===== config.mk =====
export PLATFORM = sky130hd
export DESIGN_NAME = cdo_core
export DESIGN_NICKNAME = d
export VERILOG_FILES = /design/src/cdo_pkg.sv /design/src/cdo_core.sv
export SDC_FILE = /design/constraint.sdc
export NUM_CORES = 1
export LEC_CHECK = 0
export ABC_AREA = 1
export BUFFER_PORTS_ARGS = -buffer_cell sky130_fd_sc_hd__buf_2
export CORE_MARGIN = 4
export CORE_UTILIZATION = 50
export DETAILED_ROUTE_END_ITERATION = 8
export PLACE_DENSITY = 0.73
export SLEW_MARGIN = 40
export SYNTH_ARGS = -nofsm -noshare
export SYNTH_HDL_FRONTEND = slang
export SYNTH_SLANG_ARGS = --single-unit

===== constraint.sdc =====
create_clock -name aclk -period 3.2 [get_ports aclk]
set_input_delay 0.16 -clock aclk [delete_from_list [all_inputs] [get_ports aclk]]
set_output_delay 0.16 -clock aclk [all_outputs]
set_load 0.1 [all_outputs]

===== src/cdo_pkg.sv =====
// package for the clear/call/decrement execution block
// assumes a single 10 MHz core clock and an axi4-lite register master
package cdo_pkg;

  // ****************************************
  // bus widths and responses
  // ****************************************
  localparam int CDO_ADDR_W = 8; // byte address width
  localparam int CDO_DATA_W = 32; // bus data width
  localparam logic [1:0] CDO_RESP_OKAY = 2'h0; // normal answer
  localparam logic [1:0] CDO_RESP_SLVERR = 2'h2; // unmapped or refused

  // ****************************************
  // register offsets (byte addresses)
  // ****************************************
  localparam logic [7:0] CDO_REG_ACC = 8'h00; // accumulator
  localparam logic [7:0] CDO_REG_STATUS = 8'h04; // status flags and page bits
  localparam logic [7:0] CDO_REG_PC = 8'h08; // program counter
  localparam logic [7:0] CDO_REG_OP = 8'h0c; // write issues one operation
  localparam logic [7:0] CDO_REG_WDOG = 8'h10; // watchdog counter and prescaler
  localparam logic [7:0] CDO_REG_STACK = 8'h14; // top of return stack
  localparam logic [7:0] CDO_REG_OPT = 8'h18; // prescaler assign, busy
  localparam logic [7:0] CDO_REG_FILE = 8'h80; // 32 file registers, one word each

  // ****************************************
  // field positions
  // ****************************************
  localparam int CDO_ST_ZERO = 2; // result-null flag
  localparam int CDO_ST_SLEEP = 3; // sleep_indicator, active low
  localparam int CDO_ST_EXPIRY = 4; // expiry_flag, active low
  localparam int CDO_ST_PAGE = 5; // page bits 6:5
  localparam int CDO_OPF_CODE = 0; // op code, 3 bits
  localparam int CDO_OPF_FILE = 4; // file index, 5 bits
  localparam int CDO_OPF_DEST = 9; // destination, 1 = file
  localparam int CDO_OPF_LIT = 16; // call literal, 8 bits
  localparam int CDO_OPT_PSA = 0; // prescaler belongs to watchdog
  localparam int CDO_OPT_BUSY = 8; // second instruction cycle in progress
  localparam int CDO_WD_PRE = 8; // prescaler field of watchdog word

  // ****************************************
  // reset values and counts
  // ****************************************
  localparam logic [7:0] CDO_ACC_RST = 8'h00; // accumulator after reset
  localparam logic [7:0] CDO_STATUS_RST = 8'h18; // both active-low flags high
  localparam logic [10:0] CDO_PC_RST = 11'h000; // program counter after reset
  localparam logic CDO_PSA_RST = 1'b1; // prescaler on watchdog
  localparam logic [7:0] CDO_PRE_MAX = 8'hff; // prescaler terminal count
  localparam logic [7:0] CDO_STATUS_MASK = 8'h7c; // implemented status bits

  // ****************************************
  // types
  // ****************************************
  typedef enum logic [2:0] {
    CDO_OP_NOP,
    CDO_OP_CLEAR_ACC,
    CDO_OP_CALL,
    CDO_OP_KICK_WDOG,
    CDO_OP_CLEAR_FILE,
    CDO_OP_INVERT_FILE,
    CDO_OP_DEC_FILE,
    CDO_OP_DEC_SKIP
  } cdo_op_t;

  typedef struct packed {
    logic [7:0] awaddr;
    logic awvalid;
    logic [31:0] wdata;
    logic [3:0] wstrb;
    logic wvalid;
    logic bready;
    logic [7:0] araddr;
    logic arvalid;
    logic rready;
  } cdo_axi_req_t;

  typedef struct packed {
    logic awready;
    logic wready;
    logic [1:0] bresp;
    logic bvalid;
    logic arready;
    logic [31:0] rdata;
    logic [1:0] rresp;
    logic rvalid;
  } cdo_axi_rsp_t;

endpackage


===== src/cdo_core.sv =====
// execution unit for clear, call, watchdog kick, complement and decrement
// assumes an axi4-lite master on aclk; software issues operations by register
// How it works
// (RULE1) clear accumulator: zero into it, set zero flag
// (RULE2) call pushes program counter plus one
// (RULE3) call literal loads program counter bits 7:0
// (RULE4) call: page bits to pc 10:9, bit 8 cleared
// (RULE5) call takes two cycles, flags unchanged
// (RULE6) kick clears watchdog, prescaler only if assigned
// (RULE7) kick sets expiry and sleep flags to one
// (RULE8) clear file: zero into register, set zero flag
// (RULE9) invert file, result to accumulator or file
// (RULE10) decrement file, steered by dest, zero flag
// (RULE11) decrement-skip steers result, flags untouched
// (RULE12) zero result discards next, two cycles
// (RULE13) zero flag set exactly when result is zero
module cdo_core
  import cdo_pkg::*;
(
  input wire logic aclk, // core clock, 10 MHz
  input wire logic aresetn, // synchronous reset, active low
  input wire cdo_pkg::cdo_axi_req_t axi_req, // axi4-lite master signals
  output cdo_pkg::cdo_axi_rsp_t axi_rsp // axi4-lite slave signals
);
  import cdo_pkg::*;
  typedef enum logic [3:0] {
    CDO_SEL_ACC, CDO_SEL_STATUS, CDO_SEL_PC, CDO_SEL_OP, CDO_SEL_WDOG,
    CDO_SEL_STACK, CDO_SEL_OPT, CDO_SEL_FILE, CDO_SEL_NONE
  } cdo_sel_t;
  // address decode shared by read and write paths
  function automatic cdo_sel_t reg_sel(input logic [7:0] a);
    cdo_sel_t s;
    s = CDO_SEL_NONE;
    if (a[1:0] != 2'h0) s = CDO_SEL_NONE;
    else if (a >= CDO_REG_FILE) s = CDO_SEL_FILE;
    else if (a == CDO_REG_ACC) s = CDO_SEL_ACC;
    else if (a == CDO_REG_STATUS) s = CDO_SEL_STATUS;
    else if (a == CDO_REG_PC) s = CDO_SEL_PC;
    else if (a == CDO_REG_OP) s = CDO_SEL_OP;
    else if (a == CDO_REG_WDOG) s = CDO_SEL_WDOG;
    else if (a == CDO_REG_STACK) s = CDO_SEL_STACK;
    else if (a == CDO_REG_OPT) s = CDO_SEL_OPT;
    return s;
  endfunction
  // low byte merge under byte enable 0
  function automatic logic [7:0] merge8(input logic [7:0] old, input logic [31:0] d,
                                        input logic [3:0] st);
    return st[0] ? d[7:0] : old;
  endfunction
  // ****************************************
  // state
  // ****************************************
  logic [7:0] acc_q; // accumulator
  logic [7:0] status_q; // status, bits 6:2 kept
  logic [10:0] pc_q; // program counter
  logic [10:0] stack_q [2]; // return stack, entry 0 is top
  logic [7:0] file_q [32]; // file registers
  logic [7:0] wdog_q; // watchdog_counter
  logic [7:0] pre_q; // prescaler
  logic psa_q; // prescaler assigned to watchdog
  logic busy_q; // second cycle of call or skip
  logic [7:0] awaddr_q; // held write address
  logic aw_held_q; // write address taken
  logic [31:0] wdata_q; // held write data
  logic [3:0] wstrb_q; // held byte enables
  logic w_held_q; // write data taken
  logic bvalid_q; // write answer pending
  logic [1:0] bresp_q; // write answer code
  logic rvalid_q; // read answer pending
  logic [31:0] rdata_q; // read data
  logic [1:0] rresp_q; // read answer code
  // ****************************************
  // axi4-lite write path
  // ****************************************
  logic wr_go; // both halves held, perform write
  cdo_sel_t wsel; // write target
  logic exec; // operation accepted this cycle
  assign wr_go = aw_held_q && w_held_q && !bvalid_q;
  assign wsel = reg_sel(awaddr_q);
  assign exec = wr_go && wsel == CDO_SEL_OP && !busy_q;
  // address and data channels taken independently
  always_ff @(posedge aclk) begin
    if (!aresetn) begin
      aw_held_q <= 1'b0;
      w_held_q <= 1'b0;
      awaddr_q <= 8'h00;
      wdata_q <= 32'h0000_0000;
      wstrb_q <= 4'h0;
    end else begin
      if (axi_req.awvalid && !aw_held_q) begin
        aw_held_q <= 1'b1;
        awaddr_q <= axi_req.awaddr;
      end else if (wr_go) begin
        aw_held_q <= 1'b0;
      end
      if (axi_req.wvalid && !w_held_q) begin
        w_held_q <= 1'b1;
        wdata_q <= axi_req.wdata;
        wstrb_q <= axi_req.wstrb;
      end else if (wr_go) begin
        w_held_q <= 1'b0;
      end
    end
  end
  // write answer; unmapped or busy-refused operation gives slverr
  always_ff @(posedge aclk) begin
    if (!aresetn) begin
      bvalid_q <= 1'b0;
      bresp_q <= CDO_RESP_OKAY;
    end else if (wr_go) begin
      bvalid_q <= 1'b1;
      bresp_q <= (wsel == CDO_SEL_NONE || (wsel == CDO_SEL_OP && busy_q)) ?
                 CDO_RESP_SLVERR : CDO_RESP_OKAY;
    end else if (axi_req.bready) begin
      bvalid_q <= 1'b0;
    end
  end

  // ****************************************
  // operation decode and result
  // ****************************************
  cdo_op_t op; // issued operation
  logic [4:0] fidx; // addressed file register
  logic dest; // 1 = back to file
  logic [7:0] fval; // file operand
  logic [7:0] res; // 8-bit result
  logic to_acc; // result goes to accumulator
  logic to_file; // result goes to file
  logic upd_z; // operation affects zero flag
  logic skip; // discard the prefetched instruction
  logic is_call; // subroutine call
  logic is_kick; // watchdog kick
  assign op = cdo_op_t'(wdata_q[CDO_OPF_CODE +: 3]);
  assign fidx = wdata_q[CDO_OPF_FILE +: 5];
  assign dest = wdata_q[CDO_OPF_DEST];
  assign fval = file_q[fidx];
  always_comb begin
    res = 8'h00;
    to_acc = 1'b0;
    to_file = 1'b0;
    upd_z = 1'b0;
    skip = 1'b0;
    is_call = 1'b0;
    is_kick = 1'b0;
    case (op)
      CDO_OP_CLEAR_ACC: begin // [RULE1]
        to_acc = 1'b1;
        upd_z = 1'b1;
      end
      CDO_OP_CLEAR_FILE: begin // [RULE8]
        to_file = 1'b1;
        upd_z = 1'b1;
      end
      CDO_OP_INVERT_FILE: begin // [RULE9]
        res = ~fval;
        to_acc = !dest;
        to_file = dest;
        upd_z = 1'b1;
      end
      CDO_OP_DEC_FILE: begin // [RULE10]
        res = fval - 8'h01;
        to_acc = !dest;
        to_file = dest;
        upd_z = 1'b1;
      end
      CDO_OP_DEC_SKIP: begin // [RULE11]
        res = fval - 8'h01;
        to_acc = !dest;
        to_file = dest;
        skip = (res == 8'h00); // [RULE12]
      end
      CDO_OP_CALL: is_call = 1'b1;
      CDO_OP_KICK_WDOG: is_kick = 1'b1;
      default: ;
    endcase
  end

  // ****************************************
  // accumulator and file registers
  // ****************************************
  // accumulator: operation result or bus write
  always_ff @(posedge aclk) begin
    if (!aresetn) acc_q <= CDO_ACC_RST;
    else if (exec && to_acc) acc_q <= res; // [RULE9] [RULE10] [RULE11]
    else if (wr_go && wsel == CDO_SEL_ACC) acc_q <= merge8(acc_q, wdata_q, wstrb_q);
  end
  // one flop group per file register
  for (genvar i = 0; i < 32; i++) begin : g_file
    always_ff @(posedge aclk) begin
      if (!aresetn) file_q[i] <= 8'h00;
      else if (exec && to_file && fidx == 5'(i)) file_q[i] <= res; // [RULE8]
      else if (wr_go && wsel == CDO_SEL_FILE && awaddr_q[6:2] == 5'(i))
        file_q[i] <= merge8(file_q[i], wdata_q, wstrb_q);
    end
  end

  // ****************************************
  // status flags
  // ****************************************
  logic wd_tick; // watchdog advance this cycle
  logic wd_wrap; // watchdog overflow
  assign wd_tick = psa_q ? (pre_q == CDO_PRE_MAX) : 1'b1;
  assign wd_wrap = wd_tick && wdog_q == 8'hff && !(exec && is_kick);
  // zero flag from result; kick sets both active-low flags; overflow clears expiry
  always_ff @(posedge aclk) begin
    if (!aresetn) begin
      status_q <= CDO_STATUS_RST;
    end else begin
      if (wr_go && wsel == CDO_SEL_STATUS)
        status_q <= merge8(status_q, wdata_q, wstrb_q) & CDO_STATUS_MASK;
      if (exec && upd_z) status_q[CDO_ST_ZERO] <= (res == 8'h00); // [RULE13] [RULE1]
      if (exec && is_kick) begin
        status_q[CDO_ST_EXPIRY] <= 1'b1; // [RULE7]
        status_q[CDO_ST_SLEEP] <= 1'b1; // [RULE7]
      end
      if (wd_wrap) status_q[CDO_ST_EXPIRY] <= 1'b0; // hardware event beats bus write
    end
  end

  // ****************************************
  // program counter, stack, two-cycle ops
  // ****************************************
  always_ff @(posedge aclk) begin
    if (!aresetn) pc_q <= CDO_PC_RST;
    else if (exec && is_call)
      pc_q <= {status_q[CDO_ST_PAGE +: 2], 1'b0, wdata_q[CDO_OPF_LIT +: 8]}; // [RULE3] [RULE4]
    else if (exec && skip) pc_q <= pc_q + 11'h002; // [RULE12]
    else if (exec) pc_q <= pc_q + 11'h001;
    else if (wr_go && wsel == CDO_SEL_PC) pc_q <= wdata_q[10:0];
  end
  // push return address; lower entry takes the old top
  always_ff @(posedge aclk) begin
    if (!aresetn) begin
      stack_q[0] <= 11'h000;
      stack_q[1] <= 11'h000;
    end else if (exec && is_call) begin
      stack_q[0] <= pc_q + 11'h001; // [RULE2]
      stack_q[1] <= stack_q[0];
    end
  end
  // second instruction cycle blocks the next operation
  always_ff @(posedge aclk) begin
    if (!aresetn) busy_q <= 1'b0;
    else busy_q <= exec && (is_call || skip); // [RULE5] [RULE12]
  end

  // ****************************************
  // watchdog and prescaler
  // ****************************************
  always_ff @(posedge aclk) begin
    if (!aresetn) begin
      wdog_q <= 8'h00;
      pre_q <= 8'h00;
      psa_q <= CDO_PSA_RST;
    end else begin
      if (wr_go && wsel == CDO_SEL_OPT && wstrb_q[0]) psa_q <= wdata_q[CDO_OPT_PSA];
      if (exec && is_kick) begin
        wdog_q <= 8'h00; // [RULE6]
        if (psa_q) pre_q <= 8'h00; // [RULE6]
      end else begin
        if (psa_q) pre_q <= pre_q + 8'h01;
        if (wd_tick) wdog_q <= wdog_q + 8'h01;
      end
    end
  end

  // ****************************************
  // axi4-lite read path
  // ****************************************
  cdo_sel_t rsel; // read target
  logic [31:0] rmux; // read value
  assign rsel = reg_sel(axi_req.araddr);
  always_comb begin
    rmux = 32'h0000_0000;
    case (rsel)
      CDO_SEL_ACC: rmux = {24'h000000, acc_q};
      CDO_SEL_STATUS: rmux = {24'h000000, status_q};
      CDO_SEL_PC: rmux = {21'h000000, pc_q};
      CDO_SEL_WDOG: rmux = {16'h0000, pre_q, wdog_q};
      CDO_SEL_STACK: rmux = {21'h000000, stack_q[0]};
      CDO_SEL_OPT: rmux = {23'h000000, busy_q, 7'h00, psa_q};
      CDO_SEL_FILE: rmux = {24'h000000, file_q[axi_req.araddr[6:2]]};
      default: rmux = 32'h0000_0000;
    endcase
  end
  // read taken while no answer is pending
  always_ff @(posedge aclk) begin
    if (!aresetn) begin
      rvalid_q <= 1'b0;
      rdata_q <= 32'h0000_0000;
      rresp_q <= CDO_RESP_OKAY;
    end else if (axi_req.arvalid && !rvalid_q) begin
      rvalid_q <= 1'b1;
      rdata_q <= rmux;
      rresp_q <= (rsel == CDO_SEL_NONE) ? CDO_RESP_SLVERR : CDO_RESP_OKAY;
    end else if (axi_req.rready) begin
      rvalid_q <= 1'b0;
    end
  end

  assign axi_rsp.awready = !aw_held_q;
  assign axi_rsp.wready = !w_held_q;
  assign axi_rsp.bvalid = bvalid_q;
  assign axi_rsp.bresp = bresp_q;
  assign axi_rsp.arready = !rvalid_q;
  assign axi_rsp.rvalid = rvalid_q;
  assign axi_rsp.rdata = rdata_q;
  assign axi_rsp.rresp = rresp_q;
endmodule // cdo_core


-- After elaboration in Yosys (flattened, before gate mapping)
Memory sizes are Yosys's and may differ from the RTL's. A register that Yosys moved wholly into a read port is not among the register bits.
Cells that the tools add are included.
- output and inout bits: 41
- register bits after elaboration: 115
- memories: 2
- memory bits (writable): 278
- bits of input ports: 59
- add/sub/neg operators: 5
- bitwise logic cells: 68
- $lt $le $gt $ge: 2
- eq/ne operators: 128
- reduce and logical (&&, ||, !) cells: 159
- multiplexer cells: 379
- memory list (memory ; depth ; width ; rd ports ; clocked after Yosys merged registers in ; write ports ; RTL line ; text):
    file_q ; 32 ; 8 ; 2 ; 1 ; 32 ; cdo_core.sv:57 ; logic [7:0] file_q [32];
    stack_q ; 2 ; 11 ; 1 ; 0 ; 2 ; cdo_core.sv:56 ; logic [10:0] stack_q [2];
- operators with widths (cell ; count):
    $mux W8 ; 102
    $mux W1 ; 242
    $eq A5 B5 Y1 const B ; 32
    $pmux W16 S7 ; 1
    $logic_and A1 B1 Y1 ; 87
    $eq A5 B4 Y1 const B ; 16
    $mux W4 ; 18
    $reduce_and A2 Y1 ; 36
    $mux W11 ; 6
    $or A1 B1 Y1 ; 66
    $eq A8 B5 Y1 const B ; 6
    $eq A5 B3 Y1 const B ; 8
    $eq A8 B4 Y1 const B ; 4
    $logic_not A8 Y1 ; 4
    $ne A1 B1 Y1 const B ; 32
    $eq A4 B3 Y1 const B ; 6
    $eq A5 B2 Y1 const B ; 4
    $mux W5 ; 4
    $reduce_bool A2 Y1 ; 10
    $add A8 B1 Y8 const B ; 2
    $eq A8 B3 Y1 const B ; 2
    $eq A8 B8 Y1 const B ; 2
    $ge A8 B8 Y1 const B ; 2
    $pmux W8 S2 ; 1
    23 further kinds ; 48

-- Logic depth before layout (Yosys ltp)
- depth after elaboration: 20
- gate-level depth with buffers: 25
- mapped depth without buffers: 23

-- Worst setup path before layout
OpenSTA, ideal clock, no wires.
- path kind: register -> register
- start: register w_held_q
- end: memory file_q[8][0] (enable)
- arrival time: 2477 ps
- path slack: 394 ps
- stages on the path, launching flop included: 12
- clock period less this slack: 2806 ps
- library setup time: 329 ps
- cell sequence: dfxtp_1 -> inv_1 -> nor3_1 -> inv_1 -> nor3_1 -> nand2_1 -> buf_4 -> inv_2 -> nand3_2 -> nor2_1 -> nand3_2 -> nand2_1
- RTL lines (item ; RTL line ; text):
    start: declaration ; cdo_core.sv:66 ; logic w_held_q;
    start signal: assignment ; cdo_core.sv:85 ; w_held_q <= 1'b0;
    start signal: assignment ; cdo_core.sv:97 ; w_held_q <= 1'b1;
    start signal: assignment ; cdo_core.sv:101 ; w_held_q <= 1'b0;
    end: declaration ; cdo_core.sv:57 ;

==> results.yml <==
die:
  placementRows: 75
  start_util_pct: 50.8
  die_h_um: 215
  die_width_um: 215
  core_sq_um: 42100
  die_area_sq_um: 46200
  ios: 100
sta:
  fin_hold_ws_ps: 25.3
  worst_pin_slew_ps: 805
  fmax_mhz: 320
  finalCriticalPeriod_ps: 3130
  slew_violations: 0
  setup-violations-final: 0
  final-hold-violation-count: 0
  min_period_over_period_pct: 97.8
  maxSlewHeadroom_pct: 46.3
  fin_skew_ps: 22.4
  tns_ps: 0
finish:
  layout-drive-gt1-share_pct: 15.2
  utilization_pct: 57.9
  nets: 2687
  syn2layout_area_growth_pct: 14.0
  final_cells: 3191
  n_antenna_cell: 0
  final_common_cell: "nand2_1"
  most-common-layout-cells: "nand2_1 (560), o22ai_1 (321), nand3_1 (276), edfxtp_1 (267), nor2_1 (144)"
logic_synthesis:
  ys_ff_latch: 364
  synth-edff-count: 267
  async_flop_share_pct: 0
  yosysSeqAreaShare_pct: 46.5
  synth_cell_types: 57
  yosys_warnings: 0
  netlist_area_sq_um: 21400
  syn_inst: 2556
  postSynthAreaPerCell_sq_um: 8.38
  ys.flop_type: "edfxtp_1"
routing:
  dr.pass1.iters: 9
  routed.top_layer: "met4"
  route.met2.wl_mm: 35.7
  wl_met3_mm: 12.1
  ant_nets: 0
  vias_per_cell: 6.79
  wl_mm: 82.6
  met1_length_mm: 30.2
  wire_per_inst_um: 25.9
  drcViolationCount: 0
  drt_iter0_markers: 3657
  vias: 21700
critical_path:
  endpoint_kind: "flip-flop"
  worstPathArrival_ps: 3420
  cp_common_cell: "nand2_1"
  worstSetupPathType: "reg2reg"
  required_ps: 3490
  worst_path_largest_cell_delay_ps: 450
  path_cells: "clkinv_8 -> buf_4 -> clkbuf_16 -> nand2_1 -> nand3_1 -> nand3_1 -> nand2_1 -> nand2_1 -> nand3_1 -> o21ai_4 -> nand2_1 -> nor2_2 -> nand3_1 -> nand2_2 -> inv_2 -> nand2_1 -> nand2_2 -> inv_2 -> buf_12 -> o22ai_1"
  cp_max_fo: 24
  cp_slowest_cell: "dfxtp_4"
  crit_path_start_kind: "flip-flop"
clock_tree:
  clk_pin_slew_ps: 60
  cts_buffer_depth: 3
  clkSinkCount: 364
  clock_latency_ps: 570
  cts_buffers: 40
  htreeDepth: 2
  cts_tree: "built"
  cts-root-buf: "clkbuf_16"
pwr:
  pwr-share-clk_pct: 39.1
  swShare_pct: 29.8
  switchingPower_uw: 3680
  p_int_uw: 8650
  p_seq_share_pct: 43.4
  peakVddDrop_mv: 0.434
  power_frac_comb_pct: 17.5
  cellPowerDensity_nw_per_um2: 505
  p_leak_uw: 0.00876
grt:
  grt_max_degree: 81
  antenna_found_initial: 1
  track_usage_pct: 33.3
  grt_overflow: 0
  grt_pass1_wl_mm: 119
  grt_pass1_vias: 19900
status:
  outcome: "finished clean"
run:
  maxCapViolCount: 0
place:
  dp.cells: 3078
  dpl.hpwl_mm: 54.9
  gp_congestion: 1.05
  numPortBuffers: 65
hold_path:
  min_from: "axi_req[23]"
  hold_class: "in2reg"
-- power by group through the flow --
stage | Clock (uW) | Sequential [uW] | Combinational [uW]
5_1_grt | 4990 | 5360 | 2240
3_3_place_gp | 0 | 5430 | 1910
4_1_cts | 4790 | 5340 | 1980
3_5_place_dp | 0 | 5440 | 1940
2_1_floorplan | 0 | 5400 | 1290
6_report | 4820 | 5350 | 2160
-- final cells by class --
class,instances,area [sq um]
Clock buffer,55,1120
Clock inverter,17,211
Fill cell,3627,17700
Inverter,167,642
Multi-Input combinational cell,1847,9930
Sequential cell,364,9960
Tap cell,539,674
Timing Repair Buffer,202,1860
-- cell families (layout without fill, tap and decap cells) --
family	Yosys count	in the layout	share of synthesized area (%)
flip-flops	364	364	46.5
buffers and inverters	362	441	7.67
AO/OA/AOI/OAI	674	674	20.1
other	1	18	0.0175
AND/OR/NAND/NOR	1133	1133	24.7
adder cells (fa/ha/maj)	6	6	0.351
XOR/XNOR	16	16	0.655
-- critical path, delay by kind of cell, from the launching register on --
| family | cells | cell delay, ps |
|---|---|---|
| AOI/OAI and AO/OA | 2 | 310 |
| buffers and inverters | 6 | 860 |
| DFF | 1 | 450 |
| and+or+nand+nor | 12 | 1210 |
-- metal layers --
layer / vias up / global-route usage, %
met1: 10100 / 45.2
met5: - / 0
met3: 336 / 8.11
met2: 1839 / 50.4
li1: 9360 / -
met4: 0 / 15.6
-- synth_stat cells (3+ instances only) --
cell type,number,area [sq um]
o22ai_1,321,2010
a22oi_1,3,22.5
nand3b_1,6,45.0
nor3_2,11,110
ha_1,6,75.1
inv_2,24,90.1
dfxtp_1,97,1940
buf_4,36,270
buf_1,12,45.0
nor2_1,147,552
o21ai_0,118,591
o21ai_1,5,25.0
buf_2,40,200
o21ai_2,4,35.0
a21oi_1,116,581
o211ai_1,23,173
xor2_1,13,114
o22ai_2,42,526
or2_2,3,18.8
clkinv_1,12,45.0
o311ai_0,5,43.8
nand3_4,14,245
nor3_1,22,110
a221oi_1,4,35.0
nand2_1,567,2130
nand3_2,24,240
o221ai_1,4,35.0
nand3_1,280,1400
inv_1,131,492
nor4_1,4,25.0
nand4_1,25,156
buf_6,13,146
a31oi_1,4,25.0
xnor2_1,3,26.3
o2111ai_1,4,35.0
edfxtp_1,267,8020
nand2_2,11,68.8
clkbuf_1,94,353
nor2_2,6,37.5
o31ai_1,9,67.6
nor2_4,6,67.6
-- final timing paths --
path / to / slack, ps / depth (start not counted)
hold / removal: wdata_q[7] / 30 / 3
hold reg to reg: wdata_q[18] / 460 / 2
setup / recovery: file_q[14][7] / 70 / 20
setup reg to reg: file_q[14][7] / 70 / 20
-- per-stage QoR --
step	area [sq um]	total power, uW	worst slack [ps]
2_1_floorplan	21500	6690	394
3_3_place_gp	22500	7340	110
3_5_place_dp	22500	7380	48.4
4_1_cts	24100	12100	45.6
5_1_grt	24400	12600	-38.2
6_report	24400	12300	70.5
-- flip-flops by register name, summed over array words and instances (netlist names), 5 cells and up, named ones only --
register	count
stack_q	11
wdog_q	8
wdata_q	19
pc_q	11
status_q	5
file_q	256
rdata_q	16
pre_q	8
awaddr_q	8
acc_q	8
-- what timing repair did --
action                                  4_1_cts  5_1_grt
setup buffers                                 0        4
endpoints found under the setup margin        0      114
hold endpoints to repair                     31        0
gates resized for setup                       0       20
hold buffers                                 30        0
Note: power is estimated with default switching activity, not from simulation.
